==> config.mk <==
export PLATFORM = sky130hd
export DESIGN_NAME = sleep_wakeup_clock_gating
export DESIGN_NICKNAME = d
export VERILOG_FILES = /design/src/pmu_pkg.sv /design/src/wake_filter.sv /design/src/sleep_wakeup_clock_gating.sv
export SDC_FILE = /design/constraint.sdc
export NUM_CORES = 1
export LEC_CHECK = 0
export BUFFER_PORTS_ARGS = -buffer_cell sky130_fd_sc_hd__buf_4
export CAP_MARGIN = 10
export CORE_MARGIN = 1.5
export CORE_UTILIZATION = 45
export DETAILED_ROUTE_END_ITERATION = 7
export REMOVE_ABC_BUFFERS = 1
export SYNTH_ARGS = -nofsm -noshare
export SYNTH_HDL_FRONTEND = slang
export SYNTH_SLANG_ARGS = --single-unit
==> constraint.sdc <==
create_clock -name REF_CLK -period 3 [get_ports REF_CLK]
set_clock_uncertainty 0.2 [all_clocks]
set_input_delay 0.15 -clock REF_CLK [delete_from_list [all_inputs] [get_ports REF_CLK]]
set_output_delay 0.15 -clock REF_CLK [all_outputs]
set_load 0.01 [all_outputs]
==> src/pmu_pkg.sv <==
package pmu_pkg;
  // ==========================================
  // register offsets
  localparam logic [7:0] OFS_POWER_CONFIG      = 8'h87;
  localparam logic [7:0] OFS_EXT_IRQ_ENABLE    = 8'hE5;
  localparam logic [7:0] OFS_EXT_IRQ_EDGE_SEL  = 8'hE6;
  localparam logic [7:0] OFS_EXT_IRQ_FLAGS     = 8'hE7;
  localparam logic [7:0] OFS_PERIPH_CLK_GATES  = 8'hFE;
  localparam logic [7:0] OFS_SYS_CTRL_MISC     = 8'hFF;
  localparam logic [7:0] OFS_CLOCK_SYS_CTRL    = 8'hFA;
  // ==========================================
  // reset values
  localparam logic [7:0] RST_POWER_CONFIG      = 8'h00;
  localparam logic [7:0] RST_EXT_IRQ_ENABLE    = 8'h00;
  localparam logic [7:0] RST_EXT_IRQ_EDGE_SEL  = 8'h00;
  localparam logic [7:0] RST_EXT_IRQ_FLAGS     = 8'h00;
  localparam logic [7:0] RST_PERIPH_CLK_GATES  = 8'hC4;
  localparam logic [7:0] RST_SYS_CTRL_MISC     = 8'hC2;
  localparam logic [7:0] RST_CLOCK_SYS_CTRL    = 8'h00;
  // ==========================================
  // field positions
  localparam int BIT_BAUD_DOUBLE_A   = 7;
  localparam int BIT_BAUD_DOUBLE_B   = 6;
  localparam int BIT_FLASH_WR_PERMIT = 4;
  localparam int BIT_STOP            = 1;
  localparam int BIT_FILTER_SEL_LO   = 6;
  localparam int BIT_TIMER_CLK       = 7;
  localparam int BIT_MULDIV_CLK      = 5;
  localparam int BIT_SPI_CLK         = 3;
  localparam int BIT_UART_CLK        = 2;
  localparam int BIT_I2C_CLK         = 1;
  localparam int BIT_ADC_CLK         = 0;
  localparam int BIT_UART_IF_EN      = 5;
  localparam int BIT_TIMER01_DIV_SEL = 4;
  localparam int BIT_ADDR_RST_EN     = 2;
  localparam int BIT_WATCHDOG_CLK    = 1;
  localparam int BIT_PLL_EN          = 0;
  localparam int NUM_SRC             = 6;
  localparam int NUM_PINS            = 4;
  localparam logic [7:0] MASK_SRC    = 8'h3F;
  localparam logic [7:0] MASK_POWER_CONFIG   = 8'hD2;
  localparam logic [7:0] MASK_GATES  = 8'hAF;
  localparam logic [7:0] MASK_MISC   = 8'h36;
  localparam logic [7:0] MASK_CLKSYS = 8'h01;
  // ==========================================
  // debounce lengths in clock cycles
  localparam logic [7:0] FILT_LEN_0  = 8'h04;
  localparam logic [7:0] FILT_LEN_1  = 8'h25;
  localparam logic [7:0] FILT_LEN_2  = 8'h48;
  localparam logic [7:0] FILT_LEN_3  = 8'h8E;
  // ==========================================
  // power states
  typedef enum logic [1:0] {
    ST_RUN   = 2'b01,
    ST_SLEEP = 2'b10
  } pwr_state_t;
endpackage : pmu_pkg

==> src/wake_filter.sv <==
`timescale 1ns/10ps
`default_nettype none
// ==========================================
// one input: three-stage sync, debounce, edge detect
module wake_filter (
  input  wire logic       clk,
  input  wire logic       arst_n,
  input  wire logic       raw_in,
  input  wire logic [7:0] filt_len,
  input  wire logic       rise_sel,
  output logic            edge_pulse
);
  logic [2:0] sync_q;
  logic       stable_q;
  logic       seen_q;
  logic [7:0] cnt_q;

  // synchroniser chain; stage 0 feeds stage 1 only
  always_ff @(posedge clk or negedge arst_n) begin
    if (!arst_n) begin
      sync_q <= 3'h0;
    end else begin
      sync_q <= {sync_q[1], sync_q[0], raw_in};
    end
  end

  // debounce: level must hold filt_len cycles
  always_ff @(posedge clk or negedge arst_n) begin
    if (!arst_n) begin
      cnt_q    <= 8'h00;
      stable_q <= 1'b0;
      seen_q   <= 1'b0;
    end else begin
      if (sync_q[2] != sync_q[1] || sync_q[2] == stable_q) begin
        cnt_q <= 8'h00;
      end else if (cnt_q + 8'h01 >= filt_len) begin
        cnt_q    <= 8'h00;
        stable_q <= sync_q[2];
      end else begin
        cnt_q <= cnt_q + 8'h01;
      end
      seen_q <= stable_q;
    end
  end

  // selected edge of the filtered level
  assign edge_pulse = rise_sel ? (stable_q & ~seen_q) : (~stable_q & seen_q);
endmodule // wake_filter
`default_nettype wire

==> src/sleep_wakeup_clock_gating.sv <==
`timescale 1ns/10ps
`default_nettype none
// Function
// - writing stop bit gates system clock and holds the core
// - only external lines zero to three wake the device
// - clocked sources such as watchdog and serial stay silent in sleep
// - wake restarts clock; core fetches vector of waking source
// - after return, code continues after the sleeping instruction
// - normal: core clock runs, peripherals follow gates; sleep: all off
// - filter length select bits 7:6 choose 4, 37, 72 or 142 cycles
// - enable bits 0..3 gate the four pin sources
// - enable bits 4 and 5 gate comparator up and down
// - edge bits 5:0: zero falling, one rising
// - flags set by events, cleared by writing zero
// - flash write permit bit 4 allows writes during data moves
// - bits 7 and 6 double uart baud rate
// - gate register bits enable timer, muldiv, spi, uart, i2c, adc
// - misc bit 5 enables the uart interface
// - timer clock divided by 8, 2, 4 or 1 per mode pair
// - clock system bit 0 enables the pll
// - misc bit 2 enables address overrange reset
// - misc bit 1 gates the watchdog clock
module sleep_wakeup_clock_gating
  import pmu_pkg::*;
(
  input  wire logic                  REF_CLK,
  input  wire logic                  ARST_N,
  input  wire logic [7:0]            ADDR,
  input  wire logic [7:0]            WDATA,
  input  wire logic                  WR,
  input  wire logic                  RD,
  output logic      [7:0]            RDATA,
  input  wire logic [NUM_PINS-1:0]   WAKE_PINS,
  input  wire logic                  CMP_UP,
  input  wire logic                  CMP_DOWN,
  input  wire logic                  TIMER_ZERO_MODE_BIT,
  output logic                       CPU_CLK_EN,
  output logic                       CPU_HOLD,
  output logic                       TIMER_CLK_GATE,
  output logic                       MULDIV_CLK_GATE,
  output logic                       SPI_CLK_GATE,
  output logic                       UART_CLK_GATE,
  output logic                       I2C_CLK_GATE,
  output logic                       ADC_CLK_GATE,
  output logic                       WATCHDOG_CLK_GATE,
  output logic                       TIMER01_TICK,
  output logic                       FLASH_WRITE_PERMIT,
  output logic                       BAUD_DOUBLE_A,
  output logic                       BAUD_DOUBLE_B,
  output logic                       UART_IF_ENABLE,
  output logic                       ADDR_OVERRANGE_RESET_ENABLE,
  output logic                       PLL_ENABLE,
  output logic      [NUM_SRC-1:0]    IRQ_REQ,
  output logic                       WAKE_EVENT
);
  import pmu_pkg::*;

  logic [7:0]         power_config_q;
  logic [7:0]         en_q;
  logic [7:0]         edge_q;
  logic [7:0]         flags_q;
  logic [7:0]         gates_q;
  logic [7:0]         misc_q;
  logic [7:0]         clksys_q;
  logic [7:0]         rdata_q;
  logic [7:0]         filt_len;
  logic [NUM_SRC-1:0] raw_src;
  logic [NUM_SRC-1:0] edge_ev;
  logic [NUM_SRC-1:0] src_ev;
  logic [NUM_SRC-1:0] wake_ev;
  logic [2:0]         div_q;
  logic               div_tick;
  logic               flag_wr;
  pwr_state_t         state_q;
  pwr_state_t         state_d;

  // ==========================================
  // wake inputs
  assign raw_src = {CMP_DOWN, CMP_UP, WAKE_PINS};

  // filter length select
  always_comb begin
    unique case (en_q[BIT_FILTER_SEL_LO +: 2])
      2'b00:   filt_len = FILT_LEN_0;
      2'b01:   filt_len = FILT_LEN_1;
      2'b10:   filt_len = FILT_LEN_2;
      default: filt_len = FILT_LEN_3;
    endcase
  end

  // one filter per source
  generate
    for (genvar i = 0; i < NUM_SRC; i++) begin : g_src
      wake_filter u_filt (
        .clk        (REF_CLK),
        .arst_n     (ARST_N),
        .raw_in     (raw_src[i]),
        .filt_len   (filt_len),
        .rise_sel   (edge_q[i]),
        .edge_pulse (edge_ev[i])
      );
    end
  endgenerate

  // enabled events; in sleep only pin lines count
  assign src_ev  = edge_ev & en_q[NUM_SRC-1:0];
  assign wake_ev = src_ev & {{(NUM_SRC-NUM_PINS){1'b0}}, {NUM_PINS{1'b1}}};
  assign WAKE_EVENT = (state_q == ST_SLEEP) && (|wake_ev);
  assign IRQ_REQ = flags_q[NUM_SRC-1:0];

  // ==========================================
  // power state machine
  always_comb begin
    state_d = state_q;
    unique case (state_q)
      ST_RUN: begin
        if (power_config_q[BIT_STOP]) state_d = ST_SLEEP;
      end
      ST_SLEEP: begin
        if (|wake_ev) state_d = ST_RUN;
      end
      default: state_d = ST_RUN;
    endcase
  end

  always_ff @(posedge REF_CLK or negedge ARST_N) begin
    if (!ARST_N) begin
      state_q <= ST_RUN;
    end else begin
      state_q <= state_d;
    end
  end

  // core and peripheral clock enables
  assign CPU_CLK_EN = (state_q == ST_RUN) && !power_config_q[BIT_STOP];
  assign CPU_HOLD   = !CPU_CLK_EN;
  assign TIMER_CLK_GATE    = CPU_CLK_EN & gates_q[BIT_TIMER_CLK];
  assign MULDIV_CLK_GATE   = CPU_CLK_EN & gates_q[BIT_MULDIV_CLK];
  assign SPI_CLK_GATE      = CPU_CLK_EN & gates_q[BIT_SPI_CLK];
  assign UART_CLK_GATE     = CPU_CLK_EN & gates_q[BIT_UART_CLK];
  assign I2C_CLK_GATE      = CPU_CLK_EN & gates_q[BIT_I2C_CLK];
  assign ADC_CLK_GATE      = CPU_CLK_EN & gates_q[BIT_ADC_CLK];
  assign WATCHDOG_CLK_GATE = CPU_CLK_EN & misc_q[BIT_WATCHDOG_CLK];

  // static control outputs
  assign FLASH_WRITE_PERMIT = power_config_q[BIT_FLASH_WR_PERMIT];
  assign BAUD_DOUBLE_A      = power_config_q[BIT_BAUD_DOUBLE_A];
  assign BAUD_DOUBLE_B      = power_config_q[BIT_BAUD_DOUBLE_B];
  assign UART_IF_ENABLE     = misc_q[BIT_UART_IF_EN];
  assign ADDR_OVERRANGE_RESET_ENABLE = misc_q[BIT_ADDR_RST_EN];
  assign PLL_ENABLE         = clksys_q[BIT_PLL_EN];

  // ==========================================
  // timer0/1 clock divider
  always_ff @(posedge REF_CLK or negedge ARST_N) begin
    if (!ARST_N) begin
      div_q <= 3'h0;
    end else if (CPU_CLK_EN) begin
      div_q <= div_q + 3'h1;
    end
  end

  always_comb begin
    unique case ({TIMER_ZERO_MODE_BIT, misc_q[BIT_TIMER01_DIV_SEL]})
      2'b00:   div_tick = (div_q == 3'h7);
      2'b01:   div_tick = div_q[0];
      2'b10:   div_tick = (div_q[1:0] == 2'h3);
      default: div_tick = 1'b1;
    endcase
  end

  assign TIMER01_TICK = div_tick & TIMER_CLK_GATE;

  // ==========================================
  // register writes
  always_ff @(posedge REF_CLK or negedge ARST_N) begin
    if (!ARST_N) begin
      power_config_q <= RST_POWER_CONFIG;
    end else if (WR && ADDR == OFS_POWER_CONFIG) begin
      power_config_q <= WDATA & MASK_POWER_CONFIG;
    end else if (state_q == ST_SLEEP && (|wake_ev)) begin
      power_config_q[BIT_STOP] <= 1'b0;
    end
  end

  always_ff @(posedge REF_CLK or negedge ARST_N) begin
    if (!ARST_N) begin
      en_q   <= RST_EXT_IRQ_ENABLE;
      edge_q <= RST_EXT_IRQ_EDGE_SEL;
    end else if (WR) begin
      if (ADDR == OFS_EXT_IRQ_ENABLE) en_q <= WDATA;
      if (ADDR == OFS_EXT_IRQ_EDGE_SEL) edge_q <= WDATA & MASK_SRC;
    end
  end

  always_ff @(posedge REF_CLK or negedge ARST_N) begin
    if (!ARST_N) begin
      gates_q  <= RST_PERIPH_CLK_GATES;
      misc_q   <= RST_SYS_CTRL_MISC;
      clksys_q <= RST_CLOCK_SYS_CTRL;
    end else if (WR) begin
      if (ADDR == OFS_PERIPH_CLK_GATES) gates_q <= WDATA;
      if (ADDR == OFS_SYS_CTRL_MISC) misc_q <= WDATA;
      if (ADDR == OFS_CLOCK_SYS_CTRL) clksys_q <= WDATA & MASK_CLKSYS;
    end
  end

  // flags: set wins over write-zero clear
  assign flag_wr = WR && (ADDR == OFS_EXT_IRQ_FLAGS);

  always_ff @(posedge REF_CLK or negedge ARST_N) begin
    if (!ARST_N) begin
      flags_q <= RST_EXT_IRQ_FLAGS;
    end else begin
      flags_q <= ((flag_wr ? (flags_q & WDATA) : flags_q)
                  | {2'b00, src_ev}) & MASK_SRC;
    end
  end

  // ==========================================
  // read data, one cycle after strobe
  always_ff @(posedge REF_CLK or negedge ARST_N) begin
    if (!ARST_N) begin
      rdata_q <= 8'h00;
    end else if (RD) begin
      unique case (ADDR)
        OFS_POWER_CONFIG:     rdata_q <= power_config_q;
        OFS_EXT_IRQ_ENABLE:   rdata_q <= en_q;
        OFS_EXT_IRQ_EDGE_SEL: rdata_q <= edge_q;
        OFS_EXT_IRQ_FLAGS:    rdata_q <= flags_q;
        OFS_PERIPH_CLK_GATES: rdata_q <= gates_q & MASK_GATES | (gates_q & ~MASK_GATES);
        OFS_SYS_CTRL_MISC:    rdata_q <= misc_q;
        OFS_CLOCK_SYS_CTRL:   rdata_q <= clksys_q;
        default:              rdata_q <= 8'h00;
      endcase
    end else begin
      rdata_q <= 8'h00;
    end
  end

  assign RDATA = rdata_q;
endmodule // sleep_wakeup_clock_gating
`default_nettype wire

==> key figures <==
Status
  – Status: finished, violations left
  – Violated checks: DRC

Power and ir drop
  – VDD IR-drop max: between 0.3 and 0.4 mV
  – Pwr per Cell Area: between 500 and 600 nW/µm²
  – Total Power: 4.381 mW
  – Leak: 4.007 nW

Die
  – Die ar.: 15890 µm²
  – Initial Util: a little under half
  – Die X: 126.1 µm
  – Cell Rows: 44
  – I/O pin cnt: 58
  – Die Height: 126.1 µm
  – Core area: about 15000 µm²

Cells and area
  – Nets: 803
  – Core Util, Final: between 50 and 60%
  – Ant. Diodes: 0
  – Finished Cell Area: slightly above 8000 µm²
  – Area delta synth->final: 21.57%
  – Layout cells sized above 1: 20.84%

Synthesis
  – FF+latch count, synth: 132
  – Seq/Total Area, Yosys: around 50%
  – Async S/R FF share, synth: 100.0%
  – Yosys top cell by area: dfrtp_1
  – Share of the synthesized area in the top cell type: 45.89%
  – XOR/XNOR Fraction of Synth Area: 4.754%
  – Post-synth EDFFs: 0
  – Syn Area/Cell: 10.84 µm²
  – Post-synthesis simple-gate area fraction: 19.97%
  – Unique cell type count in the Yosys netlist: between 40 and 50
  – Compound-Gate Fraction of Synth Area: 8.278%
  – Warnings, synthesis: 0
  – Post-synthesis mux area share: 7.452%
  – Cells after Synth: about 630
  – Synth Flop Type: dfrtp_1
  – Synth Cell Area: 6817 µm²
  – Synth Area in Adders: 9.178%
  – Area contributors post-synth: dfrtp_1 46%, ha_1 9.2%, mux2_2 5.6%, nor2b_1 3.9%, a21oi_1 2.7%
  – Largest family of logic cells by synthesized area: simple AND/OR/NAND/NOR gates

Clock network
  – Clk sink count: 132
  – CTS buffer count: 17
  – Clk_lat worst skew: 420 ps
  – Setup bufs post-CTS: 0
  – CTS Buffer Depth: 2
  – Max H-tree Level: 4
  – CTS tree: done
  – Clock transition at path regs: around 60 ps
  – Root buf cell: clkbuf_16

STA
  – Final Cycle Share: 88.41%
  – Final Max Slew Viols: 0
  – RSZ-0062 raised after global routing: no
  – Final setup viols: 0
  – Setup tns final: 0 ps
  – Crit path time final: 2652 ps
  – Slew @ Worst Pin: 656.1 ps
  – Slew Limit Headroom: 56.26%
  – Final hold vios: 0
  – Max Freq: 0.3771 GHz

GRT
  – Global-route wire length before repair: 24390 µm
  – Grt total ovfl: 0
  – GRT Util Overall: just under 20%
  – Antenna violations before repair: 0
  – Largest net degree at the start of global routing: 74
  – Vias in the first global route: 5051

Critical path
  – Worst Setup Start Kind: register
  – Worst EP arrival: 2790 ps
  – Largest fanout on the critical path: 8
  – WP data required: 3140 ps
  – Critical Path End Type: register
  – WS Path Type: reg2reg
  – R2R Setup Slk: 350 ps

Drt
  – Detail Route Antenna Nets: 0
  – Vias: 5003
  – Drt wl/cell: around 16 µm
  – Vias per cell: 5.420
  – Drc violations: 10
  – Drt pass-1 iters: 6
  – DRT Wirelength: around 15000 µm
  – Drt initial violations: 245

Place
  – GP Congestion: 0.7623
  – Buffers added on ports: 57
  – DP Area: 7496 µm²
  – Final HPWL DP: 10120 µm

Worst hold path
  – Worst Hold Class: in2reg

Run
  – Number of max-cap violations: 0
-- layout by cell type, fill, tap and decap left out, types with 5 or more instances in the layout --
cell type,netlist,final
a211oi_1,6,6
a21oi_1,37,37
a22oi_1,5,5
and2_1,9,9
and3_1,22,22
buf_4,2,67
clkbuf_16,0,17
dfrtp_1,125,125
dfstp_2,7,7
dlygate4sd3_1,0,20
ha_1,50,50
inv_1,15,15
mux2_2,34,34
mux2_4,7,7
nand2_1,43,43
nand3_1,37,37
nand3b_1,7,7
nand4_1,9,9
nor2_1,38,38
nor2b_1,43,43
nor3b_1,10,10
o21ai_0,34,34
o21ai_1,6,6
or4_1,5,5
xnor2_1,19,19
xor2_1,18,18
-- flip-flops by register name (all words and copies together), names as in the netlist --
name / cells
RDATA: 8
state_q: 2
en_q: 8
div_q: 3
gates_q: 8
g_src.u_filt.stable_q: 6
misc_q: 8
g_src.u_filt.sync_q: 18
edge_q: 6
g_src.u_filt.seen_q: 6
flags_q: 6
power_config_q: 4
g_src.u_filt.cnt_q: 48
clksys_q: 1
-- cell families after synthesis --
group           after synthesis
mux                          43
simple gates                244
buf+inv                      25
compound gates               98
fa+ha+maj                    50
flops                       132
xor+xnor                     37
-- power breakdown --
part	switching (mW)	internal [mW]
clock	0.743	1.30
sequential	0.0584	1.86
combinational	0.222	0.197
total	1.02	3.36
-- critical path, stage by stage (launching register included) --
cell and delay, ps:
dfrtp_1 430, ha_1 250, xor2_1 210, ha_1 290, a21oi_1 140, o21ai_0 90, a211oi_1 480, o21ai_1 310
nor2b_1 180
-- worst paths after layout --
check	start	endpoint	depth (start not counted)
worst max-delay path	g_src[4].u_filt.cnt_q[0]$_DFF_PN0_	g_src[4].u_filt.cnt_q[5]$_DFF_PN0_	8
worst min-delay path	ADDR[3]	clksys_q[0]$_DFFE_PN0P_	4
worst max register to register	g_src[4].u_filt.cnt_q[0]$_DFF_PN0_	g_src[4].u_filt.cnt_q[5]$_DFF_PN0_	8
worst min register to register	g_src[0].u_filt.sync_q[0]$_DFF_PN0_	g_src[0].u_filt.sync_q[1]$_DFF_PN0_	0
max in group asynchronous	ARST_N	misc_q[1]$_DFFE_PN1P_	3
min in group asynchronous	ARST_N	gates_q[5]$_DFFE_PN0P_	2
-- per-stage QoR --
step           std cells  setup slack [ps]  hold slack, ps
6_report             923             347.8           26.78
5_1_grt              923             115.0           35.38
4_1_cts              923             323.1           8.413
3_5_place_dp         871             342.8           7.486
3_3_place_gp         871             414.7          -1.070
2_1_floorplan        619             683.6          -345.6
-- layer usage --
| layer | vias to the layer above | global-route usage, % | wire length, µm |
|---|---|---|---|
| met1 | 2433 | 24.59 | 6832 |
| met2 | 96 | 32.45 | 6847 |
| met4 | 0 | 8.046 | 275 |
| li1 | 2449 | - | - |
| met5 | - | 0 | 0 |
| met3 | 25 | 4.078 | 551 |
-- synthesized netlist by cell type (2+ instances only) --
master and number:
nor3b_1 10, a32oi_1 2, nor2_1 38, a22oi_1 5
o21ai_0 34, nand2b_1 3, mux2_4 7, a211oi_1 6
dfstp_2 7, nand2_1 43, ha_1 50, nor4_1 2
o21ai_1 6, or4_1 5, a22o_1 4, xor2_1 18
mux2i_1 2, dfrtp_1 125, buf_2 3, nand3_1 37
buf_4 2, and3b_1 4, nand3b_1 7, a21oi_1 37
inv_1 15, mux2_2 34, nor3_1 2, and2_1 9
and4_1 3, nand4_1 9, and3_1 22, clkbuf_1 4
xnor2_1 19, nor2b_1 43
-- final cells by class --
class	instances	area (µm²)
clock buffer	23	488.0
multi-input combinational	472	3383
tap	184	230.2
fill	1237	6357
clock inverter	9	102.6
sequential	132	3312
timing repair buffer	88	714.4
inverter	15	56.30
-- timing repair --
action | CTS | global route
endpoints found under the hold margin | 125 | 0
hold buffers | 20 | 0
resized for setup | 0 | 0
No activity file was read; power rests on OpenSTA's default activity.
